--- config.mk ---
export PLATFORM = sky130hd
export DESIGN_NAME = replay_trigger_control
export DESIGN_NICKNAME = d
export VERILOG_FILES = /design/src/design/replay_trig_pkg.sv /design/src/design/trig_links_if.sv /design/src/design/trig_input_sync.sv /design/src/design/axil_reg_front.sv /design/src/design/replay_trigger_control.sv
export SDC_FILE = /design/constraint.sdc
export NUM_CORES = 1
export LEC_CHECK = 0
export BUFFER_PORTS_ARGS = -buffer_cell sky130_fd_sc_hd__buf_2
export CAP_MARGIN = 25
export CORE_MARGIN = 1.5
export CORE_UTILIZATION = 45
export DETAILED_ROUTE_END_ITERATION = 10
export PLACE_DENSITY_LB_ADDON = 0.15
export SKIP_LAST_GASP = 1
export SLEW_MARGIN = 10
export SYNTH_ARGS = -nofsm -noshare
export SYNTH_HDL_FRONTEND = slang
export SYNTH_SLANG_ARGS = --single-unit
--- constraint.sdc ---
create_clock -name clk -period 8.55 [get_ports clk]
set_clock_uncertainty 0.1 [all_clocks]
set_input_delay 0.4275 -clock clk [delete_from_list [all_inputs] [get_ports clk]]
set_output_delay 0.4275 -clock clk [all_outputs]
set_load 0.1 [all_outputs]
--- src/design/replay_trig_pkg.sv ---
// ****************************************************************
// register map, codes and states of the replay trigger control
// ****************************************************************
package replay_trig_pkg;

   localparam int ADDR_W = 18;
   localparam int IDX_W  = 16;

   // register indices; the byte address is four times the index
   localparam logic [IDX_W-1:0] IDX_COMMAND = 16'h0000;
   localparam logic [IDX_W-1:0] IDX_MODE    = 16'h9c40;
   localparam logic [IDX_W-1:0] IDX_DIR     = 16'h9ca4;
   localparam logic [IDX_W-1:0] IDX_TERM    = 16'h9cae;
   localparam logic [IDX_W-1:0] IDX_STATUS  = 16'h9cb8;
   localparam logic [IDX_W-1:0] IDX_COUNT   = 16'h9cb9;

   // trigger mode codes
   localparam logic [31:0] MODE_FREE_RUN = 32'h0000_0000;
   localparam logic [31:0] MODE_RISING   = 32'h0000_4e20;
   localparam logic [31:0] MODE_FALLING  = 32'h0000_4e2a;
   localparam logic [31:0] MODE_EITHER   = 32'h0000_4e3e;

   // board command codes
   localparam logic [31:0] CMD_START = 32'h0000_0004;
   localparam logic [31:0] CMD_FORCE = 32'h0000_0010;
   localparam logic [31:0] CMD_STOP  = 32'h0000_0040;

   // connector direction codes
   localparam logic [31:0] DIR_UNUSED = 32'h0000_0000;
   localparam logic [31:0] DIR_OUTPUT = 32'h0000_0001;

   // reset values
   localparam logic [31:0] RST_MODE = MODE_FREE_RUN;
   localparam logic [31:0] RST_DIR  = DIR_UNUSED;
   localparam logic [31:0] RST_WORD = 32'h0000_0000;

   // status register fields
   localparam int ST_BIT_IDLE   = 0;
   localparam int ST_BIT_ARMED  = 1;
   localparam int ST_BIT_REPLAY = 2;
   localparam int ST_BIT_EXT    = 3;
   localparam int ST_BIT_OE     = 4;
   localparam int ST_BIT_TERM   = 5;
   localparam int ST_BIT_LEVEL  = 6;

   localparam logic [1:0] RESP_OKAY   = 2'h0;
   localparam logic [1:0] RESP_SLVERR = 2'h2;

   typedef enum logic [2:0] {
      ST_IDLE   = 3'h1,
      ST_ARMED  = 3'h2,
      ST_REPLAY = 3'h4
   } trig_state_t;

endpackage : replay_trig_pkg

--- src/design/trig_links_if.sv ---
`timescale 1ns/100ps
`default_nettype none

// ****************************************************************
// edges seen on the synchronised trigger connector
// ****************************************************************
interface edge_event_if;
   logic rise;
   logic fall;
   logic level;
   modport source (output rise, output fall, output level);
   modport sink   (input rise, input fall, input level);
endinterface : edge_event_if

// ****************************************************************
// word access from the bus front end to the register file
// ****************************************************************
interface reg_access_if;
   logic        wrEn;
   logic [15:0] wrIdx;
   logic [31:0] wrData;
   logic [3:0]  wrStrb;
   logic        wrHit;
   logic [15:0] rdIdx;
   logic [31:0] rdData;
   logic        rdHit;
   modport front (output wrEn, output wrIdx, output wrData, output wrStrb,
                  output rdIdx, input wrHit, input rdData, input rdHit);
   modport regs  (input wrEn, input wrIdx, input wrData, input wrStrb,
                  input rdIdx, output wrHit, output rdData, output rdHit);
endinterface : reg_access_if

`default_nettype wire

--- src/design/trig_input_sync.sv ---
`timescale 1ns/100ps
`default_nettype none

// ****************************************************************
// two-stage synchroniser and edge detector for the connector input
// ****************************************************************
module trig_input_sync
   import replay_trig_pkg::*;
(
   input  wire logic   clk,
   input  wire logic   arst_n,
   input  wire logic   pinIn,
   edge_event_if.source ev
);

   logic meta_ff;
   logic sync_ff;
   logic prev_ff;

   // meta_ff feeds only sync_ff; edges compare the later stages
   always_ff @(posedge clk or negedge arst_n) begin
      if (!arst_n) begin
         meta_ff <= 1'b0;
         sync_ff <= 1'b0;
         prev_ff <= 1'b0;
      end else begin
         meta_ff <= pinIn;
         sync_ff <= meta_ff;
         prev_ff <= sync_ff;
      end
   end

   assign ev.rise  = sync_ff & ~prev_ff;
   assign ev.fall  = ~sync_ff & prev_ff;
   assign ev.level = sync_ff;

endmodule : trig_input_sync

`default_nettype wire

--- src/design/axil_reg_front.sv ---
`timescale 1ns/100ps
`default_nettype none

// ****************************************************************
// axi4-lite slave front end, one write and one read at a time
// ****************************************************************
module axil_reg_front
   import replay_trig_pkg::*;
(
   input  wire logic              clk,
   input  wire logic              arst_n,
   input  wire logic [ADDR_W-1:0] awaddr,
   input  wire logic              awvalid,
   output logic                   awready,
   input  wire logic [31:0]       wdata,
   input  wire logic [3:0]        wstrb,
   input  wire logic              wvalid,
   output logic                   wready,
   output logic [1:0]             bresp,
   output logic                   bvalid,
   input  wire logic              bready,
   input  wire logic [ADDR_W-1:0] araddr,
   input  wire logic              arvalid,
   output logic                   arready,
   output logic [31:0]            rdata,
   output logic [1:0]             rresp,
   output logic                   rvalid,
   input  wire logic              rready,
   reg_access_if.front            ra
);

   logic              awHeld_ff;
   logic [IDX_W-1:0]  awIdx_ff;
   logic              wHeld_ff;
   logic [31:0]       wData_ff;
   logic [3:0]        wStrb_ff;
   logic              bvalid_ff;
   logic [1:0]        bresp_ff;
   logic              rvalid_ff;
   logic [31:0]       rdata_ff;
   logic [1:0]        rresp_ff;
   logic              doWrite;

   // address and data are taken in either order; one slot each
   assign awready = ~awHeld_ff;
   assign wready  = ~wHeld_ff;
   assign doWrite = awHeld_ff & wHeld_ff & ~bvalid_ff;

   assign ra.wrEn   = doWrite;
   assign ra.wrIdx  = awIdx_ff;
   assign ra.wrData = wData_ff;
   assign ra.wrStrb = wStrb_ff;
   assign ra.rdIdx  = araddr[ADDR_W-1:2];

   always_ff @(posedge clk or negedge arst_n) begin
      if (!arst_n) begin
         awHeld_ff <= 1'b0;
         awIdx_ff  <= '0;
      end else if (awvalid && awready) begin
         awHeld_ff <= 1'b1;
         awIdx_ff  <= awaddr[ADDR_W-1:2];
      end else if (doWrite) begin
         awHeld_ff <= 1'b0;
      end
   end

   always_ff @(posedge clk or negedge arst_n) begin
      if (!arst_n) begin
         wHeld_ff <= 1'b0;
         wData_ff <= RST_WORD;
         wStrb_ff <= 4'h0;
      end else if (wvalid && wready) begin
         wHeld_ff <= 1'b1;
         wData_ff <= wdata;
         wStrb_ff <= wstrb;
      end else if (doWrite) begin
         wHeld_ff <= 1'b0;
      end
   end

   always_ff @(posedge clk or negedge arst_n) begin
      if (!arst_n) begin
         bvalid_ff <= 1'b0;
         bresp_ff  <= RESP_OKAY;
      end else if (doWrite) begin
         bvalid_ff <= 1'b1;
         bresp_ff  <= ra.wrHit ? RESP_OKAY : RESP_SLVERR;
      end else if (bready) begin
         bvalid_ff <= 1'b0;
      end
   end

   // read data is captured at the address handshake, answer next cycle
   assign arready = ~rvalid_ff;

   always_ff @(posedge clk or negedge arst_n) begin
      if (!arst_n) begin
         rvalid_ff <= 1'b0;
         rdata_ff  <= RST_WORD;
         rresp_ff  <= RESP_OKAY;
      end else if (arvalid && arready) begin
         rvalid_ff <= 1'b1;
         rdata_ff  <= ra.rdHit ? ra.rdData : RST_WORD;
         rresp_ff  <= ra.rdHit ? RESP_OKAY : RESP_SLVERR;
      end else if (rready) begin
         rvalid_ff <= 1'b0;
      end
   end

   assign bvalid = bvalid_ff;
   assign bresp  = bresp_ff;
   assign rvalid = rvalid_ff;
   assign rdata  = rdata_ff;
   assign rresp  = rresp_ff;

endmodule : axil_reg_front

`default_nettype wire

--- src/design/replay_trigger_control.sv ---
// Overview of operation
// - free-run mode starts replay right after board start, no trigger needed.
// - force command triggers only while armed and waiting for a trigger.
// - direction zero leaves connector unused, output driver disabled.
// - direction one in internal mode drives connector with internal trigger events.
// - trigger output is high active and marks the start of replay.
// - external edge modes make the connector an input, direction ignored.
// - termination is enabled only while connector serves as trigger input.
// - rising-edge mode triggers on first low-to-high edge after start.
// - falling-edge mode triggers on first high-to-low edge after start.
// - either-edge mode triggers on rising and falling edges.
// - edges are ignored until replay ends and the device is re-armed.
// - one shared connector; incoming trigger is never passed on.
//
// The AXI4-Lite slave port was left to the implementer.
`timescale 1ns/100ps
`default_nettype none

module replay_trigger_control
   import replay_trig_pkg::*;
#(
   parameter int COUNT_W = 16
)
(
   input  wire logic              clk,
   input  wire logic              arst_n,
   input  wire logic [ADDR_W-1:0] awaddr,
   input  wire logic              awvalid,
   output logic                   awready,
   input  wire logic [31:0]       wdata,
   input  wire logic [3:0]        wstrb,
   input  wire logic              wvalid,
   output logic                   wready,
   output logic [1:0]             bresp,
   output logic                   bvalid,
   input  wire logic              bready,
   input  wire logic [ADDR_W-1:0] araddr,
   input  wire logic              arvalid,
   output logic                   arready,
   output logic [31:0]            rdata,
   output logic [1:0]             rresp,
   output logic                   rvalid,
   input  wire logic              rready,
   input  wire logic              trigPinIn,
   output logic                   trigPinOut,
   output logic                   trigPinOe,
   output logic                   termEnable,
   input  wire logic              replayDone,
   output logic                   replayStart,
   output logic                   boardRunning
);

   // ****************************************************************
   // helpers
   // ****************************************************************
   function automatic logic [31:0] mergeBytes(input logic [31:0] oldVal,
                                              input logic [31:0] newVal,
                                              input logic [3:0]  strb);
      logic [31:0] res;
      res = oldVal;
      for (int b = 0; b < 4; b++) begin
         if (strb[b]) begin
            res[b*8 +: 8] = newVal[b*8 +: 8];
         end
      end
      return res;
   endfunction : mergeBytes

   function automatic logic isExtMode(input logic [31:0] mode);
      return (mode == MODE_RISING) || (mode == MODE_FALLING) || (mode == MODE_EITHER);
   endfunction : isExtMode

   function automatic logic isKnownIdx(input logic [IDX_W-1:0] idx);
      return (idx == IDX_COMMAND) || (idx == IDX_MODE) || (idx == IDX_DIR) ||
             (idx == IDX_TERM) || (idx == IDX_STATUS) || (idx == IDX_COUNT);
   endfunction : isKnownIdx

   // ****************************************************************
   // sub-blocks
   // ****************************************************************
   reg_access_if ra ();
   edge_event_if ev ();

   axil_reg_front u_front (
      .clk     (clk),
      .arst_n  (arst_n),
      .awaddr  (awaddr),
      .awvalid (awvalid),
      .awready (awready),
      .wdata   (wdata),
      .wstrb   (wstrb),
      .wvalid  (wvalid),
      .wready  (wready),
      .bresp   (bresp),
      .bvalid  (bvalid),
      .bready  (bready),
      .araddr  (araddr),
      .arvalid (arvalid),
      .arready (arready),
      .rdata   (rdata),
      .rresp   (rresp),
      .rvalid  (rvalid),
      .rready  (rready),
      .ra      (ra.front)
   );

   trig_input_sync u_sync (
      .clk    (clk),
      .arst_n (arst_n),
      .pinIn  (trigPinIn),
      .ev     (ev.source)
   );

   // ****************************************************************
   // register file
   // ****************************************************************
   logic [31:0]        command_ff;
   logic [31:0]        mode_ff;
   logic [31:0]        dir_ff;
   logic [31:0]        term_ff;
   logic [COUNT_W-1:0] count_ff;
   trig_state_t        state_ff;
   trig_state_t        nxt_state;
   logic [31:0]        cmdWord;
   logic               cmdWrite;
   logic               cmdStart;
   logic               cmdStop;
   logic               cmdForce;
   logic               extMode;
   logic               driveOut;
   logic               edgeHit;
   logic               trigEvent;
   logic               trigOut_ff;
   logic               replayStart_ff;
   logic               termEn_ff;
   logic [31:0]        statusWord;

   // the status and count registers are read only
   assign ra.wrHit = isKnownIdx(ra.wrIdx) && (ra.wrIdx != IDX_STATUS) &&
                     (ra.wrIdx != IDX_COUNT);
   assign ra.rdHit = isKnownIdx(ra.rdIdx);

   assign cmdWrite = ra.wrEn && (ra.wrIdx == IDX_COMMAND);
   assign cmdWord  = mergeBytes(command_ff, ra.wrData, ra.wrStrb);
   assign cmdStart = cmdWrite && (cmdWord == CMD_START);
   assign cmdStop  = cmdWrite && (cmdWord == CMD_STOP);
   assign cmdForce = cmdWrite && (cmdWord == CMD_FORCE);

   always_ff @(posedge clk or negedge arst_n) begin
      if (!arst_n) begin
         command_ff <= RST_WORD;
      end else if (cmdWrite) begin
         command_ff <= cmdWord;
      end
   end

   always_ff @(posedge clk or negedge arst_n) begin
      if (!arst_n) begin
         mode_ff <= RST_MODE;
         dir_ff  <= RST_DIR;
         term_ff <= RST_WORD;
      end else if (ra.wrEn) begin
         if (ra.wrIdx == IDX_MODE) begin
            mode_ff <= mergeBytes(mode_ff, ra.wrData, ra.wrStrb);
         end
         if (ra.wrIdx == IDX_DIR) begin
            dir_ff <= mergeBytes(dir_ff, ra.wrData, ra.wrStrb);
         end
         if (ra.wrIdx == IDX_TERM) begin
            term_ff <= mergeBytes(term_ff, ra.wrData, ra.wrStrb);
         end
      end
   end

   always_comb begin
      statusWord                = RST_WORD;
      statusWord[ST_BIT_IDLE]   = (state_ff == ST_IDLE);
      statusWord[ST_BIT_ARMED]  = (state_ff == ST_ARMED);
      statusWord[ST_BIT_REPLAY] = (state_ff == ST_REPLAY);
      statusWord[ST_BIT_EXT]    = extMode;
      statusWord[ST_BIT_OE]     = driveOut;
      statusWord[ST_BIT_TERM]   = termEn_ff;
      statusWord[ST_BIT_LEVEL]  = ev.level;
   end

   always_comb begin
      case (ra.rdIdx)
         IDX_COMMAND: ra.rdData = command_ff;
         IDX_MODE:    ra.rdData = mode_ff;
         IDX_DIR:     ra.rdData = dir_ff;
         IDX_TERM:    ra.rdData = term_ff;
         IDX_STATUS:  ra.rdData = statusWord;
         IDX_COUNT:   ra.rdData = {{(32-COUNT_W){1'b0}}, count_ff};
         default:     ra.rdData = RST_WORD;
      endcase
   end

   // ****************************************************************
   // trigger decision
   // ****************************************************************
   assign extMode = isExtMode(mode_ff);

   // external modes take the connector over whatever the direction says
   assign driveOut = !extMode && (dir_ff == DIR_OUTPUT);

   always_comb begin
      case (mode_ff)
         MODE_RISING:  edgeHit = ev.rise;
         MODE_FALLING: edgeHit = ev.fall;
         MODE_EITHER:  edgeHit = ev.rise | ev.fall;
         default:      edgeHit = 1'b0;
      endcase
   end

   // only the armed state listens; replay in progress masks all edges
   assign trigEvent = (state_ff == ST_ARMED) && !cmdStop &&
                      ((mode_ff == MODE_FREE_RUN) || edgeHit || cmdForce);

   always_comb begin
      case (state_ff)
         ST_IDLE:   nxt_state = cmdStart ? ST_ARMED : ST_IDLE;
         ST_ARMED:  nxt_state = cmdStop ? ST_IDLE : (trigEvent ? ST_REPLAY : ST_ARMED);
         ST_REPLAY: nxt_state = cmdStop ? ST_IDLE : (replayDone ? ST_ARMED : ST_REPLAY);
         default:   nxt_state = ST_IDLE;
      endcase
   end

   always_ff @(posedge clk or negedge arst_n) begin
      if (!arst_n) begin
         state_ff <= ST_IDLE;
      end else begin
         state_ff <= nxt_state;
      end
   end

   always_ff @(posedge clk or negedge arst_n) begin
      if (!arst_n) begin
         count_ff <= '0;
      end else if (cmdStart && (state_ff == ST_IDLE)) begin
         count_ff <= '0;
      end else if (trigEvent) begin
         count_ff <= count_ff + 1'b1;
      end
   end

   // ****************************************************************
   // outputs
   // ****************************************************************
   // the pulse rises with replayStart so outside gear sees the data start
   always_ff @(posedge clk or negedge arst_n) begin
      if (!arst_n) begin
         replayStart_ff <= 1'b0;
         trigOut_ff     <= 1'b0;
      end else begin
         replayStart_ff <= trigEvent;
         trigOut_ff     <= trigEvent && driveOut;
      end
   end

   always_ff @(posedge clk or negedge arst_n) begin
      if (!arst_n) begin
         termEn_ff <= 1'b0;
      end else begin
         termEn_ff <= term_ff[0] && extMode;
      end
   end

   assign trigPinOut   = trigOut_ff;
   assign trigPinOe    = driveOut;
   assign termEnable   = termEn_ff;
   assign replayStart  = replayStart_ff;
   assign boardRunning = (state_ff != ST_IDLE);

endmodule : replay_trigger_control

`default_nettype wire

==> out/metrics.csv, run 1 <==
stage;metric;value;unit
floorplan;ios;127;
flow_run;maxCapViolCount;0;
timing;setup_viol;0;
timing;final-max-slew-violation-count;0;
timing;maxSlewHeadroom;32.6;%
layout;area_of_the_multi_input_gates;4670;µm²
global_routing;maximum_number_of_pins_on_one_net_before_global_route_repair;137;
logic_synthesis;synth-seq-cells;243;
logic_synthesis;synth-edff-count;0;
min_path;min_from;wdata[31];
timing;grt_setup_unrepaired;false;
detailed_routing;wl_per_cell;20.8;µm
detailed_routing;overall_via_count_from_detail_route;7775;
timing;finalHoldViolations;0;
clocking;numCtsBuffers;27;
global_routing;grt-ovfl-total;0;
clocking;clock_sinks;243;
outcome;run_status;complete, no violations;
layout;drive_gt1_share;36.5;%
worst_setup_path;critPathCaptureType;primary output;
timing;fin_crit;3620;ps
logic_synthesis;postSynth.asyncResetShare;100;%
placed_design;place.detailed.hpwl;18.6;mm
detailed_routing;vias_per_cell;5.80;
layout;layout_common_cells;sky130_fd_sc_hd__dfrtp_1 (242), sky130_fd_sc_hd__mux2_2 (181), sky130_fd_sc_hd__buf_2 (119), sky130_fd_sc_hd__nand2_1 (75), sky130_fd_sc_hd__nor2_1 (31);
global_routing;gr-usage-all-layers;22.3;%
global_routing;grt_first_pass_wirelength;45.0;mm
power_and_ir_drop;power_density;254;nW/µm²
clocking;tritoncts;built;
power_and_ir_drop;p_leak;6.09;nW
floorplan;placementRows;56;
logic_synthesis;synth.yosys.warnings;0;
layout;num_antenna_cells;0;
detailed_routing;dr.pass1.iters;5;
layout;final_common_cell;sky130_fd_sc_hd__dfrtp_1;
placed_design;io_buffers;120;
worst_setup_path;timing.critical_path.from_type;register;
logic_synthesis;synth_top_area_cell;sky130_fd_sc_hd__dfrtp_1;
global_routing;vias_in_the_first_global_route;7867;
worst_setup_path;worst-endpoint-required;8020;ps
worst_setup_path;rr_startpoint;u_front.ra.wrIdx[1];
detailed_routing;drcViolationCount;0;
detailed_routing;antenna_violating_nets_post_route;0;
timing;final_min_period_over_clock_period;42.3;%
clocking;htree_num_levels;1;
layout;num-fill-cells;2164;
global_routing;grt_antenna_before_repair;0;
floorplan;floorplan.initialDensity;46.3;%
worst_setup_path;setup.worst_path.class;reg2out;
floorplan;floorplan.core_area;23700;µm²
clocking;cts_root_buffer;sky130_fd_sc_hd__clkbuf_16;
clocking;insertion_delay;540;ps
clocking;max-clock-path-buffers;3;
min_path;min_path_type;in2reg;
detailed_routing;route.final.wire_length;27.9;mm
layout;layout.area.seq;6080;µm²
logic_synthesis;synth-main-ff-cell;sky130_fd_sc_hd__dfrtp_1;
logic_synthesis;synthesis.instances;882;
clocking;cts.clk_slew.worst_paths;60;ps
timing;worst_pin_slew;1010;ps
layout;finalNetCount;1086;
placed_design;total_cell_area_at_the_placement_stage;11900;µm²
logic_synthesis;synth.cell_area;11000;µm²
worst_setup_path;startpoint;mode_ff[30];
logic_synthesis;synth_top_cell_area_share;55.2;%
logic_synthesis;synth_area_per_cell;12.4;µm²
logic_synthesis;synth_sequential_area_ratio;55.4;%
layout;layout.cell_area.non_filler;12800;µm²
placed_design;gpl_congestion;0.808;
floorplan;die-width;159;µm
floorplan;die-area;25300;µm²
timing;finalSetupTns;0;ps
detailed_routing;drt_iter0_drc;531;
logic_synthesis;post_synth_main_area_contributors;sky130_fd_sc_hd__dfrtp_1 (55%), sky130_fd_sc_hd__mux2_2 (19%), sky130_fd_sc_hd__nand2_1 (2.6%), sky130_fd_sc_hd__a222oi_1 (1.7%), sky130_fd_sc_hd__mux2i_1 (1.6%);
worst_setup_path;crit_arrival;3090;ps
timing;clock.fmax;276;MHz
floorplan;die_height;159;µm
power_and_ir_drop;design_power_total;0.00324;W
logic_synthesis;synth.distinct_cells;58;
layout;area_growth;16.5;%
worst_setup_path;worstPathMaxFanout;3;
power_and_ir_drop;irDropWorstVdd;0.354;mV
## synthesized netlist by cell type (all sizes together) (2+ instances only)
library cell and count:
and3 7, buf 9, a221oi 11, ha 3, a211oi 8, and2 3
nor2 31, a22o 13, a21o 11, a31oi 11, clkbuf 35, nor3 20
nor2b 3, nand3 15, nand2b 14, mux2i 18, nand2 75, a222oi 19
nor3b 8, o22a 2, o21ai 20, or2 3, or4 11, or4b 2
nand4 12, nor4 20, dfrtp 242, a2111oi 9, inv 11, a21boi 2
xnor2 3, or3 2, or3b 2, o22ai 2, mux2 181, a21oi 16
a22oi 15
## cell families (layout without fill, tap and decap cells)
| family | Yosys count | count (layout) | share of synthesized area (%) |
|---|---|---|---|
| adders and majority gates | 3 | 3 | 0.342 |
| DFF | 243 | 243 | 55.4 |
| buffers and inverters | 55 | 194 | 2.28 |
| AOI/OAI and AO/OA | 147 | 147 | 10.3 |
| muxes | 199 | 199 | 20.2 |
| other | 1 | 2 | 0.0342 |
| and+or+nand+nor | 231 | 231 | 11.2 |
| xor gates and xnor gates | 3 | 3 | 0.239 |
## registers in the layout, summed over array words and instances, names as in the netlist, 3 cells and up
signal,cells
u_front.rdata,32
count_ff,16
u_front.ra.wrStrb,4
dir_ff,32
u_front.ra.wrIdx,16
state_ff,3
u_front.ra.wrData,32
command_ff,32
mode_ff,32
term_ff,32
## layer usage
metal	wire length [µm]	track usage, %	up-vias
met1	13000	32.1	3967
met2	13000	35.7	204
met4	544	5.15	0
li1	-	-	3561
met5	0	0	-
met3	1420	3.49	43
## worst paths after layout
path / to / slack [ps] / cells after the start
worst max-delay path: trigPinOe / 4930 / 5
worst min-delay path: u_front.ra.wrData[31] / 20 / 2
worst max register to register: count_ff[7] / 5200 / 6
worst min register to register: u_sync.ev.level / 260 / 0
max in group asynchronous: u_front.ra.wrData[25] / 6510 / 3
min in group asynchronous: count_ff[8] / 530 / 2
## power by group
group	switching (W)	internal [W]
registers	0.000232	0.00130
clock network	0.000466	0.000654
logic	0.000357	0.000233
## through the flow
stage / utilization [%] / worst slack (ps) / hold WS [ps] / std cells
after global placement: 50.1 / 5010 / 238 / 1285
after floorplan: - / 5050 / 31.9 / 883
after global routing: 54.0 / 4760 / 1.41 / 1341
final: 54.0 / 4930 / 15.2 / 1341
after detailed placement: 50.1 / 5010 / 241 / 1286
after CTS: 53.9 / 4890 / 0.345 / 1340
## critical path: stages, from the launching register on
cell	delay, ps
sky130_fd_sc_hd__dfrtp_1	400
sky130_fd_sc_hd__nor4_1	640
sky130_fd_sc_hd__nand4_1	340
sky130_fd_sc_hd__nor4_1	600
sky130_fd_sc_hd__nor3_1	230
sky130_fd_sc_hd__buf_2	350
## what timing repair did
action	CTS	global route
resized for setup	0	0
setup buffers	0	0
hold endpoints to repair	77	0
hold buffers	5	0
## area by class of cell
class                           count  share of cell area (%)
Tap cell                          319                    3.12
Sequential cell                   243                    47.6
Clock inverter                      9                   0.597
Clock buffer                       40                    6.06
Inverter                           11                   0.323
Timing Repair Buffer              134                    5.78
Multi-Input combinational cell    585                    36.5
(Power assumes the default switching activity.)
==> run 2: changes to the inputs <==
Clock period 8.55 ns to 3.5 ns, I/O delays scaled along.
==> out/metrics.csv, run 2 (same netlist as run 1, synthesis figures left out) <==
stage;metric;value;unit;change
outcome;run_status;complete, no violations;;unchanged
flow_run;maxCapViolCount;0;;unchanged
detailed_routing;vias_per_cell;5.68;;was 5.80
power_and_ir_drop;p_leak;6.44;nW;was 6.09 nW
layout;finalNetCount;1162;;was 1,086
power_and_ir_drop;power_density;591;nW/µm²;was 254 nW/µm²
placed_design;place.detailed.hpwl;19.3;mm;was 18.6 mm
floorplan;die_height;159;µm;unchanged
timing;final_min_period_over_clock_period;89.8;%;
placed_design;io_buffers;120;;unchanged
detailed_routing;dr.pass1.iters;5;;unchanged
timing;finalHoldViolations;0;;unchanged
global_routing;grt_antenna_before_repair;0;;unchanged
global_routing;grt_first_pass_wirelength;46.1;mm;was 45.0 mm
worst_setup_path;timing.critical_path.from_type;register;;unchanged
clocking;clock_sinks;243;;unchanged
detailed_routing;overall_via_count_from_detail_route;8048;;was 7,775
timing;clock.fmax;318;MHz;
worst_setup_path;timing.critical_path.slowest_stage_cell;sky130_fd_sc_hd__or4_4;;was sky130_fd_sc_hd__nor4_1
clocking;cts_root_buffer;sky130_fd_sc_hd__clkbuf_16;;unchanged
layout;area_growth;23.5;%;was 16.5%
clocking;max-clock-path-buffers;3;;unchanged
layout;layout_common_cells;sky130_fd_sc_hd__dfrtp_1 (242), sky130_fd_sc_hd__mux2_2 (181), sky130_fd_sc_hd__buf_2 (119), sky130_fd_sc_hd__nand2_1 (75), sky130_fd_sc_hd__dlygate4sd3_1 (59);;was sky130_fd_sc_hd__dfrtp_1 (242), sky130_fd_sc_hd__mux2_2 (181), sky130_fd_sc_hd__buf_2 (119), sky130_fd_sc_hd__nand2_1 (75), sky130_fd_sc_hd__nor2_1 (31)
clocking;cts_hold_buffers;59;;was 5
layout;num_antenna_cells;0;;unchanged
floorplan;ios;127;;unchanged
timing;setup_viol;0;;unchanged
power_and_ir_drop;irDropWorstVdd;0.468;mV;was 0.354 mV
floorplan;placementRows;56;;unchanged
global_routing;gr-usage-all-layers;22.9;%;was 22.3%
floorplan;floorplan.core_area;23700;µm²;unchanged
global_routing;vias_in_the_first_global_route;8384;;was 7,867
detailed_routing;wl_per_cell;20.2;µm;was 20.8 µm
timing;final_hold_slack;53.3;ps;was 15.2 ps
worst_setup_path;crit_arrival;3490;ps;was 3090 ps
worst_setup_path;setup.worst_path.class;reg2reg;;was reg2out
detailed_routing;drt_iter0_drc;575;;was 531
worst_setup_path;worst-endpoint-required;3850;ps;was 8020 ps
global_routing;grt-ovfl-total;0;;unchanged
timing;grt_setup_unrepaired;false;;unchanged
timing;finalSetupTns;0;ps;unchanged
layout;final_common_cell;sky130_fd_sc_hd__dfrtp_1;;unchanged
timing;final-max-slew-violation-count;0;;unchanged
floorplan;die-width;159;µm;unchanged
clocking;htree_num_levels;1;;unchanged
clocking;cts-resized-gates;0;;unchanged
detailed_routing;antenna_violating_nets_post_route;0;;unchanged
clocking;cts_setup_buffers;0;;unchanged
floorplan;die-area;25300;µm²;unchanged
worst_setup_path;timing.critical_path.cells;or4b_1, o22a_1, or4_4, nand4bb_4, buf_4, a2111oi_1, mux2i_1;;was nor4_1, nand4_1, nor4_1, nor3_1, buf_2
worst_setup_path;worstPathMaxFanout;6;;was 3
min_path;min_path_type;in2reg;;unchanged
timing;fin_crit;3140;ps;
clocking;cts.clk_slew.worst_paths;60;ps;about the same
clocking;insertion_delay;520;ps;was 540 ps
worst_setup_path;critPathCaptureType;register;;was primary output
global_routing;maximum_number_of_pins_on_one_net_before_global_route_repair;101;;was 137
detailed_routing;drcViolationCount;0;;unchanged
timing;maxSlewHeadroom;47.3;%;was 32.6%
clocking;tritoncts;built;;unchanged
layout;drive_gt1_share;35.6;%;was 36.5%
floorplan;floorplan.initialDensity;46.3;%;unchanged
worst_setup_path;critical_path_max_stage_delay;590;ps;was 640 ps
placed_design;gpl_congestion;0.813;;was 0.808
detailed_routing;route.final.wire_length;28.6;mm;was 27.9 mm
timing;worst_pin_slew;790;ps;was 1010 ps
clocking;numCtsBuffers;27;;unchanged
run 2: changes by cell type in the layout (fill, tap and decap cells not counted), sizes merged:
| cell | change |
|---|---|
| clkinv | -1 |
| inv | -1 |
| dlygate4sd3 | +54 |
| buf | +22 |
| bufinv | +1 |
run 2: critical path, delay by kind of cell (launching register included):
family	cells	cell delay [ps]
buffers and inverters	1	180
AND/OR/NAND/NOR	3	1390
multiplexers	1	240
flip-flops	1	440
AO/OA/AOI/OAI	2	720
run 2: path summary, 6_finish.rpt:
check / start / to / slack (ps) / cells past startpoint
max in group asynchronous: arst_n / u_front.ra.wrData[28] / 2270 / 3
hold reg to reg: u_sync.meta_ff / u_sync.ev.level / 250 / 0
setup / recovery: u_front.ra.wrData[12] / count_ff[4] / 360 / 7
min in group asynchronous: arst_n / count_ff[9] / 160 / 2
hold / removal: araddr[2] / u_front.rdata[4] / 50 / 4
setup reg to reg: u_front.ra.wrData[12] / count_ff[4] / 360 / 7
run 2: per-layer routing:
metal	share of wire (%)	routed length [µm]	global-route usage, %
met1	46	13200	31.7
met2	47	13400	37.5
met3	4.7	1360	3.28
met4	2.6	741	6.78
met5	0	0	0
run 2: power breakdown:
| group | switching, W | internal, W | total, W |
|---|---|---|---|
| combinational | 0.000927 | 0.000629 | 0.00156 |
| clock | 0.00110 | 0.00165 | 0.00275 |
| sequential | 0.000532 | 0.00318 | 0.00371 |
| total | 0.00256 | 0.00545 | 0.00801 |
run 2: final cells by class:
type / count / area [µm²]
Sequential cell: 243 / 6080
Multi-Input combinational cell: 585 / 4670
Tap cell: 319 / 399
Clock buffer: 40 / 764
Clock inverter: 8 / 92.6
Fill cell: 2071 / 10100
Timing Repair Buffer: 210 / 1500
Inverter: 11 / 41.3
run 2: stage by stage:
step                utilization, %  total power, W  cells  cell area (µm²)  setup slack [ps]
CTS                           57.2         0.00808   1416            13500               359
global placement              51.0         0.00521   1308            12100               435
global route                  57.2         0.00837   1416            13500               151
finish                        57.2         0.00801   1416            13500               358
floorplan                        -         0.00470    883            11000              3.77
detailed placement            51.1         0.00525   1309            12100               390
